## config.mk

```make
export PLATFORM = sky130hd
export DESIGN_NAME = hbp_bridge_ctrl
export DESIGN_NICKNAME = d
export VERILOG_FILES = /design/src/hbp_pkg.sv /design/src/hbp_chan_if.sv /design/src/hbp_bridge_ctrl.sv /design/src/hbp_pwm_chan.sv
export VERILOG_INCLUDE_DIRS = /design/src /design/src/src
export SDC_FILE = /design/constraint.sdc
export NUM_CORES = 1
export LEC_CHECK = 0
export BUFFER_PORTS_ARGS = -buffer_cell sky130_fd_sc_hd__buf_2
export CAP_MARGIN = 30
export CORE_MARGIN = 5
export CORE_UTILIZATION = 35
export CTS_CLUSTER_SIZE = 30
export DETAILED_ROUTE_END_ITERATION = 7
export PLACE_DENSITY = 0.58
export SYNTH_ARGS = -nofsm -noshare
export SYNTH_HDL_FRONTEND = slang
export SYNTH_HIERARCHICAL = 1
export SYNTH_SLANG_ARGS = --single-unit
export TNS_END_PERCENT = 50
```

## constraint.sdc

```tcl
create_clock -name clk_i -period 3.74 [get_ports clk_i]
set_clock_uncertainty 0.15 [all_clocks]
set_input_delay 0.935 -clock clk_i [delete_from_list [all_inputs] [get_ports clk_i]]
set_output_delay 0.935 -clock clk_i [all_outputs]
set_load 0.01 [all_outputs]
```

## src/hbp_params.svh

```systemverilog
`ifndef HBP_PARAMS_SVH
`define HBP_PARAMS_SVH

// ****************************************************
// Timing
// ****************************************************
`define HBP_CLK_HZ      125000000
`define HBP_DEAD_NS     500
`define HBP_DEAD_CYC    ((`HBP_DEAD_NS * (`HBP_CLK_HZ / 1000000) + 999) / 1000)
`define HBP_F80_HZ      80
`define HBP_F100_HZ     100
`define HBP_F200_HZ     200
`define HBP_F2K_HZ      2000
`define HBP_DUTY_STEPS  256
`define HBP_STEP_CYC(f) (`HBP_CLK_HZ / ((f) * `HBP_DUTY_STEPS))

// ****************************************************
// Register map and fields
// ****************************************************
`define HBP_NUM_HB      12
`define HBP_NUM_CH      3
`define HBP_ADR_ACT     8'h00
`define HBP_ADR_ASSIGN  8'h04
`define HBP_ADR_FW      8'h08
`define HBP_ADR_DUTY    8'h0C
`define HBP_ADR_FREQ    8'h10
`define HBP_ADR_FLAG    8'h14
`define HBP_ADR_IRQ_ST  8'h18
`define HBP_ADR_IRQ_MSK 8'h1C
`define HBP_MSK_ACT     32'h0FFF0FFF
`define HBP_MSK_ASSIGN  32'h00FFFFFF
`define HBP_MSK_FW      32'h00000FFF
`define HBP_MSK_DUTY    32'h00FFFFFF
`define HBP_MSK_FREQ    32'h0000073F
`define HBP_MSK_IRQ     32'h0000001F
`define HBP_RST_VAL     32'h00000000
`define HBP_ACT_LS_LSB  16
`define HBP_FAST_LSB    8
`define HBP_EV_RESET    0
`define HBP_EV_PER_LSB  1
`define HBP_EV_MOTOR    4
`define HBP_EV_W        5
`endif

```

## src/hbp_pkg.sv

```systemverilog
package hbp_pkg;
  typedef enum logic [1:0] {
    HBP_FREQ_OFF  = 2'h0,
    HBP_FREQ_80   = 2'h1,
    HBP_FREQ_100  = 2'h2,
    HBP_FREQ_200  = 2'h3
  } hbp_freq_t;
  typedef enum logic [2:0] {
    HBP_DRV_OFF = 3'b001,
    HBP_DRV_HS  = 3'b010,
    HBP_DRV_LS  = 3'b100
  } hbp_drv_t;
endpackage : hbp_pkg

```

## src/hbp_chan_if.sv

```systemverilog
interface hbp_chan_if;
  import hbp_pkg::*;
  hbp_freq_t  freq;
  logic       fast;
  logic [7:0] duty;
  logic       pwm;
  logic       run;
  logic       start;
  modport ctrl (output freq, output fast, output duty,
                input pwm, input run, input start);
  modport chan (input freq, input fast, input duty,
                output pwm, output run, output start);
endinterface : hbp_chan_if

```

## src/hbp_bridge_ctrl.sv

```systemverilog
`include "hbp_params.svh"
module hbp_bridge_ctrl
  import hbp_pkg::*;
#(
  parameter int unsigned STEP_80  = `HBP_STEP_CYC(`HBP_F80_HZ),
  parameter int unsigned STEP_100 = `HBP_STEP_CYC(`HBP_F100_HZ),
  parameter int unsigned STEP_200 = `HBP_STEP_CYC(`HBP_F200_HZ),
  parameter int unsigned STEP_2K  = `HBP_STEP_CYC(`HBP_F2K_HZ)
) (
  input  wire logic                    clk_i,
  input  wire logic                    rst_i,
  input  wire logic                    logic_supply_ok_i,
  input  wire logic                    en_i,
  input  wire logic                    motor_supply_ok_i,
  input  wire logic                    wb_cyc_i,
  input  wire logic                    wb_stb_i,
  input  wire logic                    wb_we_i,
  input  wire logic [7:0]              wb_adr_i,
  input  wire logic [3:0]              wb_sel_i,
  input  wire logic [31:0]             wb_dat_i,
  output logic      [31:0]             wb_dat_o,
  output logic                         wb_ack_o,
  output logic      [`HBP_NUM_HB-1:0]  hs_on_o,
  output logic      [`HBP_NUM_HB-1:0]  ls_on_o,
  output logic                         irq_o
);
  localparam int          NHB   = `HBP_NUM_HB;
  localparam int          NCH   = `HBP_NUM_CH;
  localparam logic [6:0]  DEAD  = 7'(`HBP_DEAD_CYC);

  // ****************************************************
  // Pin synchronisers and mode
  // ****************************************************
  logic en_m_q, en_s_q;
  logic vdd_m_q, vdd_s_q;
  logic vs_m_q, vs_s_q, vs_old_q;
  logic run_q, run_old_q;

  always_ff @(posedge clk_i) begin
    if (rst_i) begin
      en_m_q   <= 1'b0;
      en_s_q   <= 1'b0;
      vdd_m_q  <= 1'b0;
      vdd_s_q  <= 1'b0;
      vs_m_q   <= 1'b0;
      vs_s_q   <= 1'b0;
      vs_old_q <= 1'b0;
    end else begin
      en_m_q   <= en_i;
      en_s_q   <= en_m_q;
      vdd_m_q  <= logic_supply_ok_i;
      vdd_s_q  <= vdd_m_q;
      vs_m_q   <= motor_supply_ok_i;
      vs_s_q   <= vs_m_q;
      vs_old_q <= vs_s_q;
    end
  end

  // Normal mode only with enable high and the logic supply healthy;
  // anything else holds the whole register bank in reset
  always_ff @(posedge clk_i) begin
    if (rst_i) begin
      run_q     <= 1'b0;
      run_old_q <= 1'b0;
    end else begin
      run_q     <= en_s_q && vdd_s_q;
      run_old_q <= run_q;
    end
  end

  // ****************************************************
  // Wishbone slave
  // ****************************************************
  logic        acc;
  logic        wr;
  logic        ack_q;
  logic [31:0] rdat_q;
  logic [31:0] act_q, asg_q, fw_q, duty_q, freq_q;
  logic [31:0] ist_q, imsk_q;
  logic        power_on_flag_n_q;
  logic [`HBP_EV_W-1:0] ev;

  function automatic logic [31:0] merge(logic [31:0] old,
                                        logic [31:0] nw,
                                        logic [3:0]  sel,
                                        logic [31:0] msk);
    logic [31:0] r;
    r = old;
    for (int i = 0; i < 4; i++) begin
      if (sel[i]) begin
        r[8*i +: 8] = nw[8*i +: 8];
      end
    end
    return r & msk;
  endfunction : merge

  function automatic logic [31:0] bytes(logic [31:0] d,
                                        logic [3:0]  sel);
    logic [31:0] r;
    r = 32'h0;
    for (int i = 0; i < 4; i++) begin
      if (sel[i]) begin
        r[8*i +: 8] = d[8*i +: 8];
      end
    end
    return r;
  endfunction : bytes

  assign acc = wb_cyc_i && wb_stb_i && !ack_q;
  // A dead logic supply leaves the bus answering but deaf
  assign wr  = acc && wb_we_i && run_q;

  always_ff @(posedge clk_i) begin
    if (rst_i) begin
      ack_q <= 1'b0;
    end else begin
      ack_q <= acc;
    end
  end

  always_ff @(posedge clk_i) begin
    if (rst_i) begin
      rdat_q <= `HBP_RST_VAL;
    end else if (acc) begin
      case (wb_adr_i)
        `HBP_ADR_ACT:     rdat_q <= act_q;
        `HBP_ADR_ASSIGN:  rdat_q <= asg_q;
        `HBP_ADR_FW:      rdat_q <= fw_q;
        `HBP_ADR_DUTY:    rdat_q <= duty_q;
        `HBP_ADR_FREQ:    rdat_q <= freq_q;
        `HBP_ADR_FLAG:    rdat_q <= {31'h0, power_on_flag_n_q};
        `HBP_ADR_IRQ_ST:  rdat_q <= ist_q;
        `HBP_ADR_IRQ_MSK: rdat_q <= imsk_q;
        default:          rdat_q <= `HBP_RST_VAL;
      endcase
    end
  end

  assign wb_ack_o = ack_q;
  assign wb_dat_o = rdat_q;

  // ****************************************************
  // Control registers
  // ****************************************************
  // Sleep and undervoltage clear every bank; a motor supply dropout
  // does not touch them so the drive resumes by itself
  always_ff @(posedge clk_i) begin
    if (rst_i || !run_q) begin
      act_q  <= `HBP_RST_VAL;
      asg_q  <= `HBP_RST_VAL;
      fw_q   <= `HBP_RST_VAL;
      duty_q <= `HBP_RST_VAL;
      freq_q <= `HBP_RST_VAL;
      imsk_q <= `HBP_RST_VAL;
    end else if (wr) begin
      case (wb_adr_i)
        `HBP_ADR_ACT:
          act_q  <= merge(act_q, wb_dat_i, wb_sel_i, `HBP_MSK_ACT);
        `HBP_ADR_ASSIGN:
          asg_q  <= merge(asg_q, wb_dat_i, wb_sel_i, `HBP_MSK_ASSIGN);
        `HBP_ADR_FW:
          fw_q   <= merge(fw_q, wb_dat_i, wb_sel_i, `HBP_MSK_FW);
        `HBP_ADR_DUTY:
          duty_q <= merge(duty_q, wb_dat_i, wb_sel_i, `HBP_MSK_DUTY);
        `HBP_ADR_FREQ:
          freq_q <= merge(freq_q, wb_dat_i, wb_sel_i, `HBP_MSK_FREQ);
        `HBP_ADR_IRQ_MSK:
          imsk_q <= merge(imsk_q, wb_dat_i, wb_sel_i, `HBP_MSK_IRQ);
        default: ;
      endcase
    end
  end

  // Flag reads zero after any reset until software writes a one
  always_ff @(posedge clk_i) begin
    if (rst_i || !run_q) begin
      power_on_flag_n_q <= 1'b0;
    end else if (wr && wb_adr_i == `HBP_ADR_FLAG && wb_sel_i[0]
                 && wb_dat_i[0]) begin
      power_on_flag_n_q <= 1'b1;
    end
  end

  // ****************************************************
  // PWM channels
  // ****************************************************
  logic [NCH-1:0] ch_pwm;
  logic [NCH-1:0] ch_run;
  logic [NCH-1:0] ch_start;

  hbp_chan_if chi [NCH] ();

  for (genvar g = 0; g < NCH; g++) begin : g_ch
    assign chi[g].freq  = hbp_freq_t'(freq_q[2*g +: 2]);
    assign chi[g].fast  = freq_q[`HBP_FAST_LSB + g];
    assign chi[g].duty  = duty_q[8*g +: 8];
    assign ch_pwm[g]    = chi[g].pwm;
    assign ch_run[g]    = chi[g].run;
    assign ch_start[g]  = chi[g].start;

    hbp_pwm_chan #(
      .STEP_80  (STEP_80),
      .STEP_100 (STEP_100),
      .STEP_200 (STEP_200),
      .STEP_2K  (STEP_2K)
    ) u_chan (
      .clk_i (clk_i),
      .rst_i (rst_i),
      .clr_i (!run_q),
      .ch    (chi[g])
    );
  end

  // ****************************************************
  // Interrupts
  // ****************************************************
  assign ev[`HBP_EV_RESET] = run_q && !run_old_q;
  assign ev[`HBP_EV_PER_LSB +: NCH] = ch_start;
  assign ev[`HBP_EV_MOTOR] = vs_old_q && !vs_s_q;

  // A new event in the clearing cycle survives the write-one-clear
  always_ff @(posedge clk_i) begin
    if (rst_i || !run_q) begin
      ist_q <= `HBP_RST_VAL;
    end else if (wr && wb_adr_i == `HBP_ADR_IRQ_ST) begin
      ist_q <= ((ist_q & ~bytes(wb_dat_i, wb_sel_i))
               | 32'(ev)) & `HBP_MSK_IRQ;
    end else begin
      ist_q <= (ist_q | 32'(ev)) & `HBP_MSK_IRQ;
    end
  end

  assign irq_o = |(ist_q & imsk_q);

  // ****************************************************
  // Bridge drive
  // ****************************************************
  logic [NHB-1:0] hs_req;
  logic [NHB-1:0] ls_req;
  logic           gate;

  assign gate = run_q && vs_s_q;

  always_comb begin
    logic [1:0] sel;
    logic       on;
    logic       hs_a;
    logic       ls_a;
    sel  = 2'h0;
    on   = 1'b0;
    hs_a = 1'b0;
    ls_a = 1'b0;
    for (int b = 0; b < NHB; b++) begin
      sel  = asg_q[2*b +: 2];
      hs_a = act_q[b];
      ls_a = act_q[`HBP_ACT_LS_LSB + b];
      hs_req[b] = 1'b0;
      ls_req[b] = 1'b0;
      if (sel == 2'h0) begin
        hs_req[b] = hs_a;
        ls_req[b] = ls_a;
      end else begin
        on = ch_run[sel - 2'h1] && ch_pwm[sel - 2'h1];
        if (hs_a) begin
          hs_req[b] = on;
          ls_req[b] = fw_q[b] && !on;
        end else if (ls_a) begin
          ls_req[b] = on;
          hs_req[b] = fw_q[b] && !on;
        end
      end
    end
  end

  hbp_drv_t       drv_q  [NHB];
  logic [6:0]     dead_q [NHB];

  // Conflicting requests park the bridge off; every change of side
  // passes through a dead interval with both switches open
  always_ff @(posedge clk_i) begin
    for (int b = 0; b < NHB; b++) begin
      if (rst_i || !gate) begin
        drv_q[b]  <= HBP_DRV_OFF;
        dead_q[b] <= DEAD;
      end else begin
        case (drv_q[b])
          HBP_DRV_OFF: begin
            if (dead_q[b] != 7'h0) begin
              dead_q[b] <= dead_q[b] - 7'h1;
            end else if (hs_req[b] && !ls_req[b]) begin
              drv_q[b] <= HBP_DRV_HS;
            end else if (ls_req[b] && !hs_req[b]) begin
              drv_q[b] <= HBP_DRV_LS;
            end
          end
          HBP_DRV_HS: begin
            if (!hs_req[b] || ls_req[b]) begin
              drv_q[b]  <= HBP_DRV_OFF;
              dead_q[b] <= DEAD;
            end
          end
          HBP_DRV_LS: begin
            if (!ls_req[b] || hs_req[b]) begin
              drv_q[b]  <= HBP_DRV_OFF;
              dead_q[b] <= DEAD;
            end
          end
          default: begin
            drv_q[b]  <= HBP_DRV_OFF;
            dead_q[b] <= DEAD;
          end
        endcase
      end
    end
  end

  always_comb begin
    for (int b = 0; b < NHB; b++) begin
      hs_on_o[b] = (drv_q[b] == HBP_DRV_HS);
      ls_on_o[b] = (drv_q[b] == HBP_DRV_LS);
    end
  end
endmodule : hbp_bridge_ctrl

```

## src/hbp_pwm_chan.sv

```systemverilog
`include "hbp_params.svh"
module hbp_pwm_chan
  import hbp_pkg::*;
#(
  parameter int unsigned STEP_80  = `HBP_STEP_CYC(`HBP_F80_HZ),
  parameter int unsigned STEP_100 = `HBP_STEP_CYC(`HBP_F100_HZ),
  parameter int unsigned STEP_200 = `HBP_STEP_CYC(`HBP_F200_HZ),
  parameter int unsigned STEP_2K  = `HBP_STEP_CYC(`HBP_F2K_HZ)
) (
  input wire logic  clk_i,
  input wire logic  rst_i,
  input wire logic  clr_i,
  hbp_chan_if.chan  ch
);
  hbp_freq_t   freq_q;
  logic        fast_q;
  logic [7:0]  duty_q;
  logic [7:0]  pos_q;
  logic [31:0] pre_q;
  logic        running;
  logic        pre_end;
  logic        bound;

  function automatic logic [31:0] step_len(hbp_freq_t f, logic fast);
    logic [31:0] n;
    n = 32'(STEP_80);
    if (fast) begin
      n = 32'(STEP_2K);
    end else if (f == HBP_FREQ_100) begin
      n = 32'(STEP_100);
    end else if (f == HBP_FREQ_200) begin
      n = 32'(STEP_200);
    end
    return n;
  endfunction : step_len

  assign running = (freq_q != HBP_FREQ_OFF);
  assign pre_end = (pre_q >= step_len(freq_q, fast_q) - 32'h1);
  assign bound   = running && pre_end && (pos_q == 8'hFF);

  // Shadow values load only while stopped or at the period end, so a
  // running waveform never sees a half-updated setting
  always_ff @(posedge clk_i) begin
    if (rst_i || clr_i) begin
      freq_q <= HBP_FREQ_OFF;
      fast_q <= 1'b0;
      duty_q <= 8'h00;
      pre_q  <= 32'h0;
      pos_q  <= 8'h00;
    end else if (!running || bound) begin
      freq_q <= ch.freq;
      fast_q <= ch.fast;
      duty_q <= ch.duty;
      pre_q  <= 32'h0;
      pos_q  <= 8'h00;
    end else if (pre_end) begin
      pre_q  <= 32'h0;
      pos_q  <= pos_q + 8'h01;
    end else begin
      pre_q  <= pre_q + 32'h1;
    end
  end

  assign ch.pwm   = running && (pos_q < duty_q);
  assign ch.run   = running;
  assign ch.start = bound;
endmodule : hbp_pwm_chan

```

* Yosys cells after proc, flatten, opt, wreduce, memory -nomap -nowiden *
Memories as Yosys holds them, arrays and structs flattened.
Cells that the tools add are included.

word-level totals
  register bits = 299
  RAM bits = 120
  bits of input ports = 52
  output and inout port bits = 58
  word-level logic and storage cells = 1021
  memories = 2

operators by class
  $add $sub $neg = 33
  magnitude comparators = 18
  eq/ne operators = 52
  mux-type cells = 556
  bitwise logic cells = 113
  reduce and logical (&&, ||, !) cells = 204

memory list
  name    words  bits a word  rd ports  clocked after memory_dff  wr ports  RTL line                RTL
  dead_q  12     7            12        0                         12        hbp_bridge_ctrl.sv:276  logic [6:0] dead_q [NHB];
  drv_q   12     3            12        0                         12        hbp_bridge_ctrl.sv:275  hbp_drv_t drv_q [NHB];

operators by type and width
  cell                                                  number
  2-to-1 mux 1 bit                                      410
  2-to-1 mux 7 bit                                      48
  case mux 28 bit (8 select lines)                      1
  2-to-1 mux 32 bit                                     6
  2-to-1 mux 3 bit                                      60
  bitwise OR 1 bit                                      108
  adder 32 x 1 -> 32 bit (second input constant)        3
  >= comparator 32 bit                                  3
  subtractor 32 x 1 -> 32 bit (second input constant)   3
  nonzero test 7 bit                                    12
  subtractor 7 x 1 -> 7 bit (second input constant)     12
  logical AND 1 bit                                     69
  binary-select mux 1 bit (select 2 bit)                24
  AND reduction 3 bit                                   15
  OR reduction 3 bit                                    15
  logical NOT 1 bit                                     44
  2-to-1 mux 13 bit                                     3
  equality test 3 x 1 -> 1 bit (second input constant)  12
  equality test 3 x 2 -> 1 bit (second input constant)  12
  equality test 3 bit (second input constant)           12
  < comparator 2 x 3 -> 1 bit (second input constant)   12
  equality test 8 x 5 -> 1 bit (second input constant)  4
  OR reduction 32 bit                                   1
  logical OR 1 bit                                      29
  other kinds (15)                                      58

* Depth between registers and ports, before layout *
  word-level depth = 22
  gate-level depth with buffers = 16
  mapped depth without buffers = 15

* Modules after synthesis *
Netlist, hierarchy kept.

by module, submodules not included
  module                             times used  cells each  area an instance (µm²)  seq. area each (µm²)
  hbp_bridge_ctrl                    1           1464        13580.5                 6446.2
  hbp_pwm_chan (g_ch[0].u_chan ...)  2           355         3017.9                  1021.0
  hbp_pwm_chan (g_ch[2].u_chan)      1           362         3076.7                  1021.0

* Least setup slack after synthesis *
Ideal clock, no wire load.

  path type = register to register
  start point = reg g_ch[0].u_chan.pos_q[1]
  end point = mem dead_q[3][0], in the netlist dead_q[0][21], enable pin
  data arrival time = 3.197 ns
  data required time = 3.209 ns
  setup slack = 0.013 ns
  cell stages (with the launch flop) = 13
  buffers on the path = 0
  cells stage by stage = dfxtp_1 > ha_1 > a21o_1 > a21o_1 > a211oi_1 > o21bai_1 > a31oi_1 > nand2_2 > a311oi_1 > or4b_2 > nand3_1 > a22o_1 > o21ai_0

RTL lines
  element                   RTL line                RTL
  start: declaration        hbp_pwm_chan.sv:18      logic [7:0] pos_q;
  start signal: assignment  hbp_pwm_chan.sv:58      pos_q <= pos_q + 8'h01;
  end: declaration          hbp_bridge_ctrl.sv:276

==> flow_summary_export.csv <==
group,metric,value,unit
outcome,outcome,"finished, final reports clean",
timing,worstMarginPinSlew,0.846,ns
worst_setup_path,cp_max_fo,8,
placed_design,io_buffers,101,
floorplanning,rows,93,
pwr,power_frac_seq,48.2,%
worst_setup_path,path_cells,"inv_1, ha_1, a21o_1, a21o_1, a211oi_1, o21bai_1, a31oi_1, buf_4, nand2_4, mux2_2, o21ai_2, mux2_2, o21ai_0, a31o_2",
worst_setup_path,worst-path-stages,14,
routing,viasPerCell,5.20,
routing,drt_iter0_drc,1372,
worst_hold_path,min_from,"vdd_s_q",
synthesis,avgSynthCellArea,8.95,sq um
timing,fin_crit_sh,95.3,%
floorplanning,boundaryPins,110,
worst_setup_path,endpoint_kind,"register",
pwr,p_per_area,364,nW/um^2
finish,syn2layout_area_growth,15.5,%
clock_tree,numCtsBuffers,49,
pwr,leakagePower,9.26,nW
flow_run,cap_violations,0,
timing,fmax,281,MHz
timing,hold_viol,0,
synthesis,synth_compound_area_share,13.2,%
finish,finalNetCount,2881,
finish,final_common_cell,"nand2_1",
routing,ant_nets,0,
timing,layout_setup_ws,0.176,ns
synthesis,synth-simple-area-share,23.6,%
grt,grt_max_degree,100,
synthesis,synth_xor_area_share,5.87,%
pwr,switchingPower,2.06,mW
routing,first_pass_iters,6,
routing,drc,0,
placed_design,finalWeightedCongestion,0.873,
timing,report.final.slew_viol_count,0,
clock_tree,clock_sink_count,415,
synthesis,synth_seq_area_share,41.9,%
synthesis,yosys_warnings,6,
routing,wire_per_inst,16.9,microns
pwr,switching_share,21.6,%
synthesis,synthCells,2536,
routing,wl_met2,27600,microns
clock_tree,htreeDepth,2,
worst_setup_path,reg2reg_from,"g_ch[0].u_chan/duty_q[1]",
routing,maxUsedRoutingLayer,"met5",
routing,wl_met1,27200,microns
synthesis,post_synth_fa_ha_maj_area_fraction,6.95,%
floorplanning,die_x,265,microns
worst_setup_path,worst-setup-path-type,"reg2reg",
worst_hold_path,hold-path-endpoint,"run_q",
routing,wl_met3,4090,microns
synthesis,synth_top_family_by_area,"simple AND/OR/NAND/NOR gates",
clock_tree,clk_path_buf_depth,3,
grt,overflow,0,
synthesis,syn_area,22700,sq um
floorplanning,core,64300,sq um
clock_tree,cts_root_buf,"clkbuf_16",
timing,layout_min_cycle_time,3.56,ns
floorplanning,initial_core_util,35.3,%
worst_setup_path,cp_data_required_time,3.89,ns
floorplanning,dieArea,70000,sq um
pwr,power,9.55,mW
placed_design,pre_cts_slack,0.0339,ns
finish,final_cell_mix,"329 x nand2_1, 294 x dfxtp_1, 286 x nor2_1, 126 x ha_1, 123 x inv_1",
floorplanning,die_h,265,microns
worst_hold_path,whs_path_depth,2,
timing,setup_tns,0,ns
finish,nFillCells,6327,
finish,regArea,9510,sq um
worst_setup_path,r2r-end,"dead_q[0][13]",
grt,grt_pass1_vias,18200,
worst_setup_path,reg2reg_depth,14,
synthesis,ys.flop_type,"dfxtp_1",
pwr,clkPwrFrac,50.3,%
routing,route.vias.total,18800,
worst_setup_path,start_kind,"register",
finish,final_util,40.7,%
synthesis,ys_seq_elements,415,
grt,grt_pass1_wl,97100,microns
worst_setup_path,cp_num_buf_inv,2,
synthesis,synth_edf_count,120,
worst_setup_path,worstPathArrival,3.71,ns
placed_design,hpwl,46400,microns
grt,antenna_found_initial,15,
timing,rsz0062_at_grt,"yes",
grt,grtUsageTotal,16.7,%
pwr,irDropWorstVdd,0.000398,V
finish,multi_input_area,12400,sq um
worst_hold_path,hold_path_class,"reg2reg",
synthesis,synth_cell_type_count,101,
clock_tree,clk_pin_slew,0.06,ns
finish,drive_above_1_share,14.1,%
clock_tree,tritoncts,"done",
pwr,intPower,7.48,mW
clock_tree,insertion_delay,0.60,ns
timing,max_slew_margin,43.1,%
synthesis,synth_mux_area_share,4.17,%
timing,finalSetupViolCount,0,
worst_setup_path,r2r_slack,0.18,ns
routing,wl,61100,microns
worst_setup_path,critical-path-max-stage-delay,0.38,ns
worst_setup_path,path_delay_family,"compound AO/OA/AOI/OAI gates",
pwr,pwr-share-comb,1.4,%
synthesis,synthArstFlopShare,0,%
worst_setup_path,critPathSlowestCell,"mux2_2",
==> registers in the layout (all words and copies together) (netlist names), 3 cells and up <==
name                cells
g_ch.u_chan/pre_q      96
dead_q                 84
drv_q                  36
wb_dat_o               28
act_q                  24
asg_q                  24
duty_q                 24
g_ch.u_chan/duty_q     24
g_ch.u_chan/pos_q      24
fw_q                   12
freq_q                  9
g_ch.u_chan/freq_q      6
imsk_q                  5
ist_q                   5
g_ch.u_chan/fast_q      3
==> kinds of logic after synthesis <==
family / Yosys count
other: 4
DFF: 415
and+or+nand+nor: 1079
xor gates and xnor gates: 152
muxes: 92
buffers and inverters: 213
adders and majority gates: 126
AOI/OAI and AO/OA: 455
==> synth_stat cells, types with 11 or more instances <==
cell	n	area [sq um]
a211oi_1	11	82.6
a21o_1	15	113
a21oi_1	111	556
a21oi_2	16	140
a222oi_1	11	110
a31oi_1	25	156
and2_1	28	175
and3_1	35	219
buf_2	21	105
buf_4	14	105
clkbuf_1	40	150
dfxtp_1	295	5910
edfxtp_1	120	3600
ha_1	126	1580
inv_1	123	462
mux2_2	11	124
mux2i_1	80	801
nand2_1	329	1230
nand2b_1	22	138
nand3_1	75	375
nand3b_1	21	158
nand4_1	30	188
nor2_1	286	1070
nor2b_1	32	200
nor3_1	55	275
nor3b_1	39	293
nor4_1	17	106
o21ai_0	119	596
o21ai_1	20	100
or2_2	13	81.3
or3_1	25	156
or3_2	14	105
xnor2_1	87	762
xor2_1	65	569
==> layer usage <==
metal | GRT usage, % | up-vias
li1 | - | 9296
met1 | 21.9 | 8907
met2 | 27.3 | 434
met3 | 3.75 | 129
met4 | 5.87 | 12
met5 | 0 | -
==> power groups by stage <==
stage	clock [mW]	sequential, mW	combinational [mW]
2_1_floorplan	0	4.70	0.0634
3_3_place_gp	0	4.70	0.129
3_5_place_dp	0	4.70	0.133
4_1_cts	4.94	4.61	0.134
5_1_grt	5.11	4.60	0.148
6_report	4.80	4.61	0.137
==> how the worst max path moves through the flow <==
stage / startpoint / to
finish: g_ch[0].u_chan/duty_q[1] / dead_q[0][13]
global placement: g_ch[2].u_chan/duty_q[1] / drv_q[0][4]
floorplan: g_ch[0].u_chan/pos_q[1] / dead_q[0][21]
CTS: g_ch[0].u_chan/duty_q[1] / dead_q[0][23]
global route: g_ch[1].u_chan/duty_q[1] / dead_q[1][17]
detailed placement: g_ch[2].u_chan/duty_q[1] / drv_q[0][3]
==> worst reg2reg max path: stages, from the launching register on <==
cell      delay, ns
dfxtp_1        0.30
inv_1          0.05
ha_1           0.28
a21o_1         0.16
a21o_1         0.17
a211oi_1       0.24
o21bai_1       0.10
a31oi_1        0.17
buf_4          0.20
nand2_4        0.12
mux2_2         0.30
o21ai_2        0.18
mux2_2         0.38
o21ai_0        0.16
a31o_2         0.30
==> stage by stage <==
step	instances	cell area, sq um	hold WS (ns)
finish	3609	26200	0.267
global route	3599	26200	0.287
CTS	3592	26000	0.272
detailed placement	3500	24400	0.266
global placement	3499	24400	0.270
floorplan	2561	22800	0.245
==> repair_timing <==
| item | CTS | global route |
|---|---|---|
| hold buffers | 0 | 0 |
| gates resized for setup | 0 | 25 |
| setup buffers | 0 | 5 |
| endpoints found under the setup margin | 0 | 103 |
==> layout make-up <==
class	count	share of cell area [%]
diodes	10	0.0954
inverters	124	1.78
clock inverters	20	0.759
clock buffers	72	5.39
repair buffers	179	4.25
multi-input cells	1934	47.4
well taps	855	4.08
flip-flops and latches	415	36.3
No activity file was read; power rests on OpenSTA's default activity.
